==> config.mk <==
export PLATFORM = sky130hd
export DESIGN_NAME = cprc_ctrl
export DESIGN_NICKNAME = d
export VERILOG_FILES = /design/src/cprc_pkg.sv /design/src/cprc_sync.sv /design/src/cprc_fuse.sv /design/src/cprc_ctrl.sv
export VERILOG_INCLUDE_DIRS = /design/src /design/src/src
export SDC_FILE = /design/constraint.sdc
export NUM_CORES = 1
export LEC_CHECK = 0
export ABC_AREA = 1
export BUFFER_PORTS_ARGS = -buffer_cell sky130_fd_sc_hd__buf_2
export CAP_MARGIN = 20
export CORE_MARGIN = 2
export CORE_UTILIZATION = 30
export DETAILED_ROUTE_END_ITERATION = 8
export PLACE_DENSITY = 0.56
export SETUP_SLACK_MARGIN = 0.4
export SLEW_MARGIN = 20
export SYNTH_ARGS = -nofsm -noshare
export SYNTH_HDL_FRONTEND = slang
export SYNTH_SLANG_ARGS = --single-unit
export TNS_END_PERCENT = 1
==> constraint.sdc <==
create_clock -name clk -period 1.1 [get_ports clk]
set_input_delay 0.11 -clock clk [delete_from_list [all_inputs] [get_ports clk]]
set_output_delay 0.11 -clock clk [all_outputs]
set_load 0.03 [all_outputs]
==> src/cprc_defines.svh <==
// constants for the power-down and reset controller
// Overview of operation
// - With power-down configured, a high power-down pin puts the block into its low-power state.
// - While powered down, core_in, output data and output enables are held at their last values; fuse reads still update.
// - An output that was high-impedance when power-down began stays high-impedance throughout.
// - While powered down, every pin input except the power-down pins is blocked from core_in; the fuse read inputs are not blocked.
// - While powered down, input and bidirectional pin hold latches keep each pin at its last level.
// - Power-down acts only when enabled by configuration; otherwise the pin is an ordinary pin.
// - With power-down enabled, the power-down pin is not offered to user logic as an input.
// - The macrocell of an enabled power-down pin still supplies feedback and foldback terms.
// - After power-up all registers are initialised and outputs take their buffer-polarity state.
// - One security fuse; once programmed, pattern readback is inhibited.
// - With the fuse programmed the 16-bit user signature remains readable.
// - With two power-down pins, power-down is entered when either enabled pin is high.
// - All pin transitions are ignored until the power-down pin returns low, then operation resumes.
`ifndef CPRC_DEFINES_SVH
`define CPRC_DEFINES_SVH
`define CPRC_IO_W 8
`define CPRC_SIG_W 16
`define CPRC_PAT_W 16
`define CPRC_OUT_RST 8'h00
`define CPRC_OE_RST 8'h00
`define CPRC_SIG_RST 16'h0000
`define CPRC_PAT_RST 16'h0000
`define CPRC_CLK_PERIOD_NS 10
`define CPRC_SETTLE_NS 100
`define CPRC_SETTLE_CYC ((`CPRC_SETTLE_NS + `CPRC_CLK_PERIOD_NS - 1) / `CPRC_CLK_PERIOD_NS)
`define CPRC_SETTLE_W 8
`endif

==> src/cprc_pkg.sv <==
// types for the power-down and reset controller
package cprc_pkg;
    typedef enum logic [2:0] {
        CPRC_SETTLE = 3'h1,
        CPRC_RUN = 3'h2,
        CPRC_DOWN = 3'h4
    } cprc_state_t;
endpackage : cprc_pkg

==> src/cprc_sync.sv <==
// three-stage pin synchroniser with agreement filter
`timescale 1ns/1ps
module cprc_sync (
    input wire logic clk,
    input wire logic sys_rst,
    input wire logic pin_in,
    output logic level_out
);
    logic s1_reg, s2_reg, s3_reg, lvl_reg;
    logic s1_next, s2_next, s3_next, lvl_next;

    always_comb begin
        s1_next = pin_in;
        s2_next = s1_reg;
        s3_next = s2_reg;
        lvl_next = (s2_reg == s3_reg) ? s3_reg : lvl_reg;
    end

    always_ff @(posedge clk) begin
        if (sys_rst) begin
            s1_reg <= 1'b0;
            s2_reg <= 1'b0;
            s3_reg <= 1'b0;
            lvl_reg <= 1'b0;
        end else begin
            s1_reg <= s1_next;
            s2_reg <= s2_next;
            s3_reg <= s3_next;
            lvl_reg <= lvl_next;
        end
    end

    assign level_out = lvl_reg;
endmodule : cprc_sync

==> src/cprc_fuse.sv <==
// security fuse gate on pattern readback; signature reads are not gated by the fuse
`timescale 1ns/1ps
`include "cprc_defines.svh"
module cprc_fuse (
    input wire logic clk,
    input wire logic sys_rst,
    input wire logic fuse_blown,
    input wire logic rd_pattern,
    input wire logic rd_signature,
    input wire logic [`CPRC_PAT_W-1:0] pattern_word,
    input wire logic [`CPRC_SIG_W-1:0] signature_word,
    output logic [`CPRC_PAT_W-1:0] pattern_rd_data,
    output logic pattern_rd_denied,
    output logic [`CPRC_SIG_W-1:0] signature_rd_data
);
    logic [`CPRC_PAT_W-1:0] pat_reg, pat_next;
    logic den_reg, den_next;
    logic [`CPRC_SIG_W-1:0] sig_reg, sig_next;

    always_comb begin
        pat_next = pat_reg;
        den_next = 1'b0;
        sig_next = sig_reg;
        if (rd_pattern) begin
            pat_next = fuse_blown ? `CPRC_PAT_RST : pattern_word;
            den_next = fuse_blown;
        end
        if (rd_signature) begin
            sig_next = signature_word;
        end
    end

    always_ff @(posedge clk) begin
        if (sys_rst) begin
            pat_reg <= `CPRC_PAT_RST;
            den_reg <= 1'b0;
            sig_reg <= `CPRC_SIG_RST;
        end else begin
            pat_reg <= pat_next;
            den_reg <= den_next;
            sig_reg <= sig_next;
        end
    end

    assign pattern_rd_data = pat_reg;
    assign pattern_rd_denied = den_reg;
    assign signature_rd_data = sig_reg;

    property p_fuse_blocks;
        @(posedge clk) disable iff (sys_rst)
        (rd_pattern && fuse_blown) |=> (pattern_rd_denied && pattern_rd_data == `CPRC_PAT_RST);
    endproperty
    a_fuse_blocks: assert property (p_fuse_blocks) else $error("pattern readable with fuse blown");

    property p_sig_open;
        @(posedge clk) disable iff (sys_rst)
        rd_signature |=> (signature_rd_data == $past(signature_word));
    endproperty
    a_sig_open: assert property (p_sig_open) else $error("signature read failed");
endmodule : cprc_fuse

==> src/cprc_ctrl.sv <==
// power-down hold, input blocking and power-up reset sequencing
`timescale 1ns/1ps
`include "cprc_defines.svh"
module cprc_ctrl
    import cprc_pkg::*;
(
    input wire logic clk,
    input wire logic sys_rst,
    input wire logic pd_enable,
    input wire logic powerdown_pin_a,
    input wire logic powerdown_pin_b,
    input wire logic [`CPRC_IO_W-1:0] pin_in,
    input wire logic [`CPRC_IO_W-1:0] core_out,
    input wire logic [`CPRC_IO_W-1:0] core_oe_n,
    input wire logic [`CPRC_IO_W-1:0] out_polarity,
    input wire logic fuse_blown,
    input wire logic rd_pattern,
    input wire logic rd_signature,
    input wire logic [`CPRC_PAT_W-1:0] pattern_word,
    input wire logic [`CPRC_SIG_W-1:0] signature_word,
    output logic [`CPRC_IO_W-1:0] core_in,
    output logic core_in_a_valid,
    output logic core_in_b_valid,
    output logic [`CPRC_IO_W-1:0] pin_out,
    output logic [`CPRC_IO_W-1:0] pin_oe_n,
    output logic powered_down,
    output logic core_ready,
    output logic [`CPRC_PAT_W-1:0] pattern_rd_data,
    output logic pattern_rd_denied,
    output logic [`CPRC_SIG_W-1:0] signature_rd_data
);
    logic pd_a_lvl, pd_b_lvl;
    logic [`CPRC_IO_W-1:0] pin_lvl;
    logic pd_req;

    cprc_sync u_sync_a (
        .clk(clk),
        .sys_rst(sys_rst),
        .pin_in(powerdown_pin_a),
        .level_out(pd_a_lvl)
    );

    cprc_sync u_sync_b (
        .clk(clk),
        .sys_rst(sys_rst),
        .pin_in(powerdown_pin_b),
        .level_out(pd_b_lvl)
    );

    genvar gi;
    generate
        for (gi = 0; gi < `CPRC_IO_W; gi++) begin : g_pin
            cprc_sync u_sync_pin (
                .clk(clk),
                .sys_rst(sys_rst),
                .pin_in(pin_in[gi]),
                .level_out(pin_lvl[gi])
            );
        end
    endgenerate

    cprc_fuse u_fuse (
        .clk(clk),
        .sys_rst(sys_rst),
        .fuse_blown(fuse_blown),
        .rd_pattern(rd_pattern),
        .rd_signature(rd_signature),
        .pattern_word(pattern_word),
        .signature_word(signature_word),
        .pattern_rd_data(pattern_rd_data),
        .pattern_rd_denied(pattern_rd_denied),
        .signature_rd_data(signature_rd_data)
    );

    assign pd_req = pd_enable && (pd_a_lvl || pd_b_lvl);

    cprc_state_t state_reg, state_next;
    logic [`CPRC_SETTLE_W-1:0] cnt_reg, cnt_next;
    logic [`CPRC_IO_W-1:0] in_reg, in_next;
    logic [`CPRC_IO_W-1:0] out_reg, out_next;
    logic [`CPRC_IO_W-1:0] oe_reg, oe_next;
    logic a_val_reg, a_val_next, b_val_reg, b_val_next;
    logic down_reg, down_next, rdy_reg, rdy_next;

    always_comb begin
        state_next = state_reg;
        cnt_next = cnt_reg;
        in_next = in_reg;
        out_next = out_reg;
        oe_next = oe_reg;
        // pd pins lose user role when enabled
        a_val_next = !pd_enable;
        b_val_next = !pd_enable;
        down_next = 1'b0;
        rdy_next = 1'b0;
        case (state_reg)
            CPRC_SETTLE: begin
                out_next = out_polarity;
                oe_next = `CPRC_OE_RST;
                if (cnt_reg == `CPRC_SETTLE_W'(`CPRC_SETTLE_CYC - 1)) begin
                    state_next = CPRC_RUN;
                    rdy_next = 1'b1;
                end else begin
                    cnt_next = cnt_reg + `CPRC_SETTLE_W'(1);
                end
            end
            CPRC_RUN: begin
                rdy_next = 1'b1;
                if (pd_req) begin
                    state_next = CPRC_DOWN;
                    down_next = 1'b1;
                end else begin
                    // pd pin cells keep their output paths
                    in_next = pin_lvl;
                    out_next = core_out;
                    oe_next = core_oe_n;
                end
            end
            CPRC_DOWN: begin
                down_next = 1'b1;
                if (!pd_req) begin
                    state_next = CPRC_RUN;
                    down_next = 1'b0;
                    rdy_next = 1'b1;
                end
            end
            default: begin
                state_next = CPRC_SETTLE;
                cnt_next = '0;
            end
        endcase
    end

    always_ff @(posedge clk) begin
        if (sys_rst) begin
            state_reg <= CPRC_SETTLE;
            cnt_reg <= '0;
            in_reg <= '0;
            out_reg <= `CPRC_OUT_RST;
            oe_reg <= `CPRC_OE_RST;
            a_val_reg <= 1'b0;
            b_val_reg <= 1'b0;
            down_reg <= 1'b0;
            rdy_reg <= 1'b0;
        end else begin
            state_reg <= state_next;
            cnt_reg <= cnt_next;
            in_reg <= in_next;
            out_reg <= out_next;
            oe_reg <= oe_next;
            a_val_reg <= a_val_next;
            b_val_reg <= b_val_next;
            down_reg <= down_next;
            rdy_reg <= rdy_next;
        end
    end

    assign core_in = in_reg;
    assign core_in_a_valid = a_val_reg;
    assign core_in_b_valid = b_val_reg;
    assign pin_out = out_reg;
    assign pin_oe_n = oe_reg;
    assign powered_down = down_reg;
    assign core_ready = rdy_reg;

    property p_enter;
        @(posedge clk) disable iff (sys_rst)
        (state_reg == CPRC_RUN && pd_req) |=> powered_down;
    endproperty
    a_enter: assert property (p_enter) else $error("no power-down entry");

    property p_hold_out;
        @(posedge clk) disable iff (sys_rst)
        (state_reg == CPRC_DOWN) |=> (pin_out == $past(pin_out));
    endproperty
    a_hold_out: assert property (p_hold_out) else $error("output changed in power-down");

    property p_hold_hiz;
        @(posedge clk) disable iff (sys_rst)
        (state_reg == CPRC_DOWN) |=> (pin_oe_n == $past(pin_oe_n));
    endproperty
    a_hold_hiz: assert property (p_hold_hiz) else $error("enable changed in power-down");

    property p_block_in;
        @(posedge clk) disable iff (sys_rst)
        (state_reg == CPRC_DOWN) |=> (core_in == $past(core_in));
    endproperty
    a_block_in: assert property (p_block_in) else $error("input passed in power-down");

    property p_disabled;
        @(posedge clk) disable iff (sys_rst)
        !pd_enable |=> (state_reg != CPRC_DOWN || $past(state_reg) == CPRC_DOWN);
    endproperty
    a_disabled: assert property (p_disabled) else $error("power-down while disabled");

    property p_no_user;
        @(posedge clk) disable iff (sys_rst)
        pd_enable |=> !core_in_a_valid && !core_in_b_valid;
    endproperty
    a_no_user: assert property (p_no_user) else $error("pd pin offered to logic");

    property p_either;
        @(posedge clk) disable iff (sys_rst)
        (state_reg == CPRC_RUN && pd_enable && (pd_a_lvl ^ pd_b_lvl)) |=> state_reg == CPRC_DOWN;
    endproperty
    a_either: assert property (p_either) else $error("single pin did not power down");

    property p_resume;
        @(posedge clk) disable iff (sys_rst)
        (state_reg == CPRC_DOWN && !pd_req) |=> (state_reg == CPRC_RUN && !powered_down);
    endproperty
    a_resume: assert property (p_resume) else $error("no resume after pin low");

    property p_settle;
        @(posedge clk) disable iff (sys_rst)
        $fell(sys_rst) |-> !core_ready [*8];
    endproperty
    a_settle: assert property (p_settle) else $error("ready before settling");

    property p_flag_state;
        @(posedge clk) disable iff (sys_rst)
        powered_down == (state_reg == CPRC_DOWN);
    endproperty
    a_flag_state: assert property (p_flag_state) else $error("hold flag disagrees with state");

    property p_settle_out;
        @(posedge clk) disable iff (sys_rst)
        (state_reg == CPRC_SETTLE) |=> (pin_out == $past(out_polarity));
    endproperty
    a_settle_out: assert property (p_settle_out) else $error("output not at buffer polarity");

    property p_settle_oe;
        @(posedge clk) disable iff (sys_rst)
        (state_reg == CPRC_SETTLE) |=> (pin_oe_n == `CPRC_OE_RST);
    endproperty
    a_settle_oe: assert property (p_settle_oe) else $error("enable wrong while settling");

    property p_settle_done;
        @(posedge clk) disable iff (sys_rst)
        (state_reg == CPRC_SETTLE && cnt_reg == `CPRC_SETTLE_W'(`CPRC_SETTLE_CYC - 1))
            |=> (state_reg == CPRC_RUN && core_ready);
    endproperty
    a_settle_done: assert property (p_settle_done) else $error("settling did not end on time");

    property p_settle_quiet;
        @(posedge clk) disable iff (sys_rst)
        (state_reg == CPRC_SETTLE) |=> !powered_down;
    endproperty
    a_settle_quiet: assert property (p_settle_quiet) else $error("power-down while settling");

    property p_run_out;
        @(posedge clk) disable iff (sys_rst)
        (state_reg == CPRC_RUN && !pd_req) |=> (pin_out == $past(core_out));
    endproperty
    a_run_out: assert property (p_run_out) else $error("output path not passed in run");

    property p_run_oe;
        @(posedge clk) disable iff (sys_rst)
        (state_reg == CPRC_RUN && !pd_req) |=> (pin_oe_n == $past(core_oe_n));
    endproperty
    a_run_oe: assert property (p_run_oe) else $error("enable path not passed in run");

    property p_run_in;
        @(posedge clk) disable iff (sys_rst)
        (state_reg == CPRC_RUN && !pd_req) |=> (core_in == $past(pin_lvl));
    endproperty
    a_run_in: assert property (p_run_in) else $error("input path not passed in run");

    property p_valid_off;
        @(posedge clk) disable iff (sys_rst)
        !pd_enable |=> (core_in_a_valid && core_in_b_valid);
    endproperty
    a_valid_off: assert property (p_valid_off) else $error("pd pin withheld while disabled");

    property p_hold_keep;
        @(posedge clk) disable iff (sys_rst)
        (state_reg == CPRC_DOWN) |=> ($stable(pin_out) && $stable(pin_oe_n));
    endproperty
    a_hold_keep: assert property (p_hold_keep) else $error("pin level moved in power-down");

    property p_ready_down;
        @(posedge clk) disable iff (sys_rst)
        (state_reg == CPRC_DOWN && pd_req) |=> !core_ready;
    endproperty
    a_ready_down: assert property (p_ready_down) else $error("ready while held");

    property p_entry_frz;
        @(posedge clk) disable iff (sys_rst)
        (state_reg == CPRC_RUN && pd_req) |=> (pin_out == $past(pin_out) && core_in == $past(core_in));
    endproperty
    a_entry_frz: assert property (p_entry_frz) else $error("state moved on power-down entry");

    property p_both;
        @(posedge clk) disable iff (sys_rst)
        (state_reg == CPRC_RUN && pd_enable && pd_a_lvl && pd_b_lvl) |=> state_reg == CPRC_DOWN;
    endproperty
    a_both: assert property (p_both) else $error("two pins did not power down");
endmodule : cprc_ctrl

---- Word level (Yosys, flattened, before mapping) ----
Cells that the tools add are included.
word-level totals
  flip-flop bits (word level) ............. 111
  input bits .............................. 72
  output and inout port bits .............. 61
  logic and storage cells ................. 100
cells by class
  add/subtract/negate cells ............... 1
  eq/ne operators ......................... 19
  mux-type cells .......................... 15
  bitwise operators ....................... 3
  reduce and logical (&&, ||, !) cells .... 11
operator list
  cell                                                  number
  one-hot mux 8 bit (2 select lines)                    3
  2-to-1 mux 8 bit                                      3
  2-to-1 mux 16 bit                                     1
  equality test 1 bit                                   10
  inequality test 2 bit (second input constant)         5
  2-to-1 mux 3 bit                                      3
  one-hot mux 3 bit (3 select lines)                    1
  adder 8 x 1 -> 8 bit (second input constant)          1
  equality test 8 x 4 -> 1 bit (second input constant)  1
  AND reduction 2 bit                                   3
  OR reduction 2 bit                                    3
  equality test 3 x 1 -> 1 bit (second input constant)  1
  equality test 3 x 2 -> 1 bit (second input constant)  1
  equality test 3 bit (second input constant)           1
  2-to-1 mux 1 bit                                      3
  NOT 1 bit                                             3
  one-hot mux 1 bit (3 select lines)                    1
  AND reduction 3 bit                                   1
  nonzero test 2 bit                                    1
  logical AND 1 bit                                     1
  logical NOT 1 bit                                     1
  logical OR 1 bit                                      1

---- Depth between registers and ports, before layout ----
  word-level depth ........................ 4
  depth in mapped cells ................... 9
  gate-level depth less buffers ........... 8

---- Cells and area by module ----
Synthesis repeated with hierarchy kept, for this count alone.
second synthesis, totals
  cells, all modules ...................... 517
  area total of the unflattened synthesis .. 4185.3 um^2
modules (own cells, without submodules)
  module     instances  cells each  area an instance (um^2)  seq. area each (um^2)
  cprc_ctrl  1          243         1756.7                   760.7
  cprc_fuse  1          144         1214.9                   660.6
  cprc_sync  10         13          121.4                    80.1

---- Least setup slack after synthesis ----
Ideal clock, no wire load.
  path kind ............................... reg2reg
  start point ............................. register state_reg[0]
  end point ............................... register oe_reg[6] (netlist: pin_oe_n[6])
  setup time .............................. 115 ps
  arrival time ............................ 1056 ps
  required time ........................... 985 ps
  path slack .............................. -70 ps
  cell stages (with the launch flop) ...... 10
  buffers on the path ..................... 1
  period minus slack after synthesis ...... 1170 ps
  cells stage by stage .................... dfxtp_1 inv_2 nand3_4 inv_6 nand2_8 nand2_8 inv_8 buf_12 a21oi_2 nor2_1
between the ends
  cells in the longest elaborated chain, start to end .. 3
  elaborated cells between the ends (all ways) .. 6
  those cells by class .................... eq/ne (3); mux (1); reduce/logical (2)
RTL lines
  item                                                                                 RTL line          source
  start, declared                                                                      cprc_ctrl.sv:77   cprc_state_t state_reg, state_next;
  start signal, assigned                                                               cprc_ctrl.sv:146  state_reg <= state_next;
  equality test 3 x 2 -> 1 bit / equality test 3 x 1 -> 1 bit (equally long branches)  cprc_ctrl.sv:96   case (state_reg)
  inequality test 2 bit (no source line) / nonzero test 2 bit (equally long branches)  n/a
  AND reduction 2 bit (no source line)                                                 n/a
  end signal, assigned                                                                 cprc_ctrl.sv:140  oe_reg <= `CPRC_OE_RST;
  end signal, assigned                                                                 cprc_ctrl.sv:150  oe_reg <= oe_next;
  end, declared                                                                        cprc_ctrl.sv:81   logic [`CPRC_IO_W-1:0] oe_reg, oe_next;
Parallel ways exist; a longest one is shown, timed or not.
A chain may end at the register's enable or synchronous reset.

---- Worst setup path after layout ----
  start point ............................. register state_reg[0]
  end point ............................... register oe_reg[0] (netlist: pin_oe_n[0])
The elaborated chain is that of the path after synthesis.

==> flow_summary.yaml <==
outcome:
  status: "finished, violations left"
  violations: "negative setup slack"
sta:
  slew_violations: 0
  tns_ns: -1.93
  slew_headroom: 0.706
  fin_worst_skew_ns: 0.00400
  min_period_over_period: 1.08
  tightest_slew_ns: 0.439
  setup_violations: 32
  rsz0062_at_grt: "yes"
  layout_min_cycle_time_ns: 1.18
  finalHoldViolCount: 0
  fin_ws_ns: -0.0850
  fmax_mhz: 844
layout:
  layout-drive-gt1-share: 0.393
  nets: 771
  diodes: 0
  stdcell_count: 878
  nFillCells: 1286
  syn2layout_area_growth_pct: 56.1
power:
  p_per_area_nw_per_um2: 1310
  leakagePower_nw: 2.75
  vdd_ir_drop_max_mv: 1.17
worst_setup_path:
  cp_top_family: "simple AND/OR/NAND/NOR gates"
  critPathMaxFanout: 16
  max_stage_delay_ns: 0.34
  cp.arrival_ns: 1.43
  critical_path.slowest_cell: "dfxtp_2"
  crit_required_ns: 1.34
  crit_buf_inv: 3
  crit_type: "reg -> reg"
  cp_common_cell: "nand2_8"
  crit_path_cell_trace: "inv_2 > nand3_4 > inv_6 > nand2_8 > nand2_8 > inv_12 > a21oi_2 > nor2_1"
  cp-start-kind: "register"
  worstSetupEndpointType: "register"
logic_synthesis:
  yosys-top-cells-count: "nor2_1 (122), dfxtp_1 (111), nand2_1 (67), o21ai_0 (47), inv_1 (41)"
  yosysMostFrequentCell: "nor2_1"
  yosysTopAreaCellShare: 0.545
  syn_area_per_cell_um2: 7.97
  yosysUniqueCellTypes: 32
  syn-num-nets: 586
  ys_warn_count: 0
  synth_area_leaders: "dfxtp_1 (54%), nor2_1 (11%), nand2_1 (6.2%)"
  synth-edff-count: 0
  syn_inst: 512
  yosysSeqAreaShare: 0.545
  synth_largest_area_cell: "dfxtp_1"
  synth_seq_cells: 111
  netlist_area_um2: 4080
  ys.flop_type: "dfxtp_1"
  synthArstFlopShare: 0
clock_tree:
  worst_skew_pair.late_latency_ns: 0.35
  path_clk_slew_ns: 0.07
  cts_tree: "built"
  cts_max_level: 3
  cts_made_buffers: 9
  clockRootBuffer: "clkbuf_16"
  ctsLongestPathBuffers: 2
  cts.sinks: 111
die:
  initial_core_util: 0.308
  die_w_um: 121
  core_area_um2: 13200
  die_area_um2: 14500
  fp.dieH_um: 121
  pin_count: 133
  num_rows: 42
routing:
  avgRoutedWirePerCell_um: 12.0
  viasPerCell: 4.37
  wl_mm: 10.5
  firstDrtPassIters: 6
  drc: 0
  dr_total_vias: 3835
  ant_nets: 0
  drt_iter0_markers: 176
grt:
  antenna_found_initial: 0
  grt_pass1_vias: 3698
  grt_pass1_wl_mm: 16.8
  grt_overflow: 0
  track_usage: 0.146
  grt_start_max_net_pins: 42
run:
  max-cap-violations: 0
placement:
  port_buffers: 132
  dp_cells: 818
  gp_congestion: 0.794
  dp_hpwl_mm: 6.78
  pre_cts_ws_ns: -0.157
worst_hold_path:
  min_path_type: "in -> reg"
## area by class of cell
type / count / area, µm² / share of cell area
multi-input combinational: 331 / 1710 / 0.269
tap: 176 / 220 / 0.0346
sequential: 111 / 2280 / 0.358
clock buffer: 11 / 233 / 0.0365
inverter: 49 / 214 / 0.0336
clock inverter: 5 / 41.3 / 0.00648
timing repair buffer: 195 / 1670 / 0.262
## final timing paths
path / start / endpoint / slack (ns) / cells past startpoint
worst max-delay path: state_reg[0]$_SDFFE_PP1P_ / pin_oe_n[0]$_SDFFE_PP0P_ / -0.08 / 8
worst min-delay path: pattern_word[5] / u_fuse.pattern_rd_data[5]$_SDFFE_PP0P_ / 0.02 / 3
worst max register to register: state_reg[0]$_SDFFE_PP1P_ / pin_oe_n[0]$_SDFFE_PP0P_ / -0.08 / 8
worst min register to register: u_sync_b.s1_reg$_SDFF_PP0_ / u_sync_b.s2_reg$_SDFF_PP0_ / 0.40 / 2
## placed cells by master (no fill, tap or decap), types with 3 or more instances in the layout
master         synthesis  final
nand3_1               26     24
nor2_2                 0      8
nand3_4                2      3
dlygate4sd3_1          0     35
nor2_1               122    112
buf_2                  7     70
o21ai_0               47     36
inv_1                 41     37
nand2_1               67     66
buf_4                  2     24
a21oi_2                2     10
clkinvlp_4             0      3
dfxtp_2                0     43
inv_2                  4      5
clkbuf_16              0      9
buf_12                 1      5
nand2_4                0      4
a21oi_1               39     31
buf_6                  2     61
o21ai_1                2      5
dfxtp_1              111     67
o21ai_2                1      8
## per-stage QoR
| stage | hold WS, ns | power [W] | cell area, µm² | util |
|---|---|---|---|---|
| CTS | 0.000409 | 0.00841 | 6200 | 0.468 |
| detailed placement | 0.319 | 0.00508 | 5050 | 0.381 |
| floorplan | 0.182 | 0.00476 | 4080 | - |
| global route | 0.00482 | 0.00875 | 6370 | 0.481 |
| global placement | 0.310 | 0.00506 | 5050 | 0.381 |
| finish | 0.0163 | 0.00831 | 6370 | 0.481 |
## where the power goes
group	switching [W]	internal [W]
logic	0.000503	0.000491
clock network	0.00149	0.00156
registers	0.0000966	0.00417
## per-layer routing
metal	share of wire	routed length [µm]	GRT usage
met5	0	0	0
met4	0.018	191	0.0487
met3	0.055	582	0.0533
met2	0.49	5190	0.250
met1	0.43	4550	0.167
## what timing repair did
action / 4_1_cts / 5_1_grt
buffers inserted: 3 / 4
setup endpoints to repair: 101 / 120
resized for setup: 180 / 48
pin swaps: 9 / 14
endpoints found under the hold margin: 35 / 0
hold buffers: 35 / 0
gates cloned: 2 / 0
## cells by family after synthesis
group                    share of synthesized area
AND/OR/NAND/NOR                              0.241
flip-flops                                   0.545
AO/OA/AOI/OAI                                0.125
buffers and inverters                       0.0810
adder cells (fa/ha/maj)                    0.00613
XOR/XNOR                                   0.00215
## worst register-to-register path: stages, from the launching register on
cell and delay, ns:
dfxtp_2 0.34, inv_2 0.08, nand3_4 0.11, inv_6 0.10
nand2_8 0.10, nand2_8 0.13, inv_12 0.07, a21oi_2 0.11
nor2_1 0.04
Note: power is estimated with default switching activity, not from simulation.
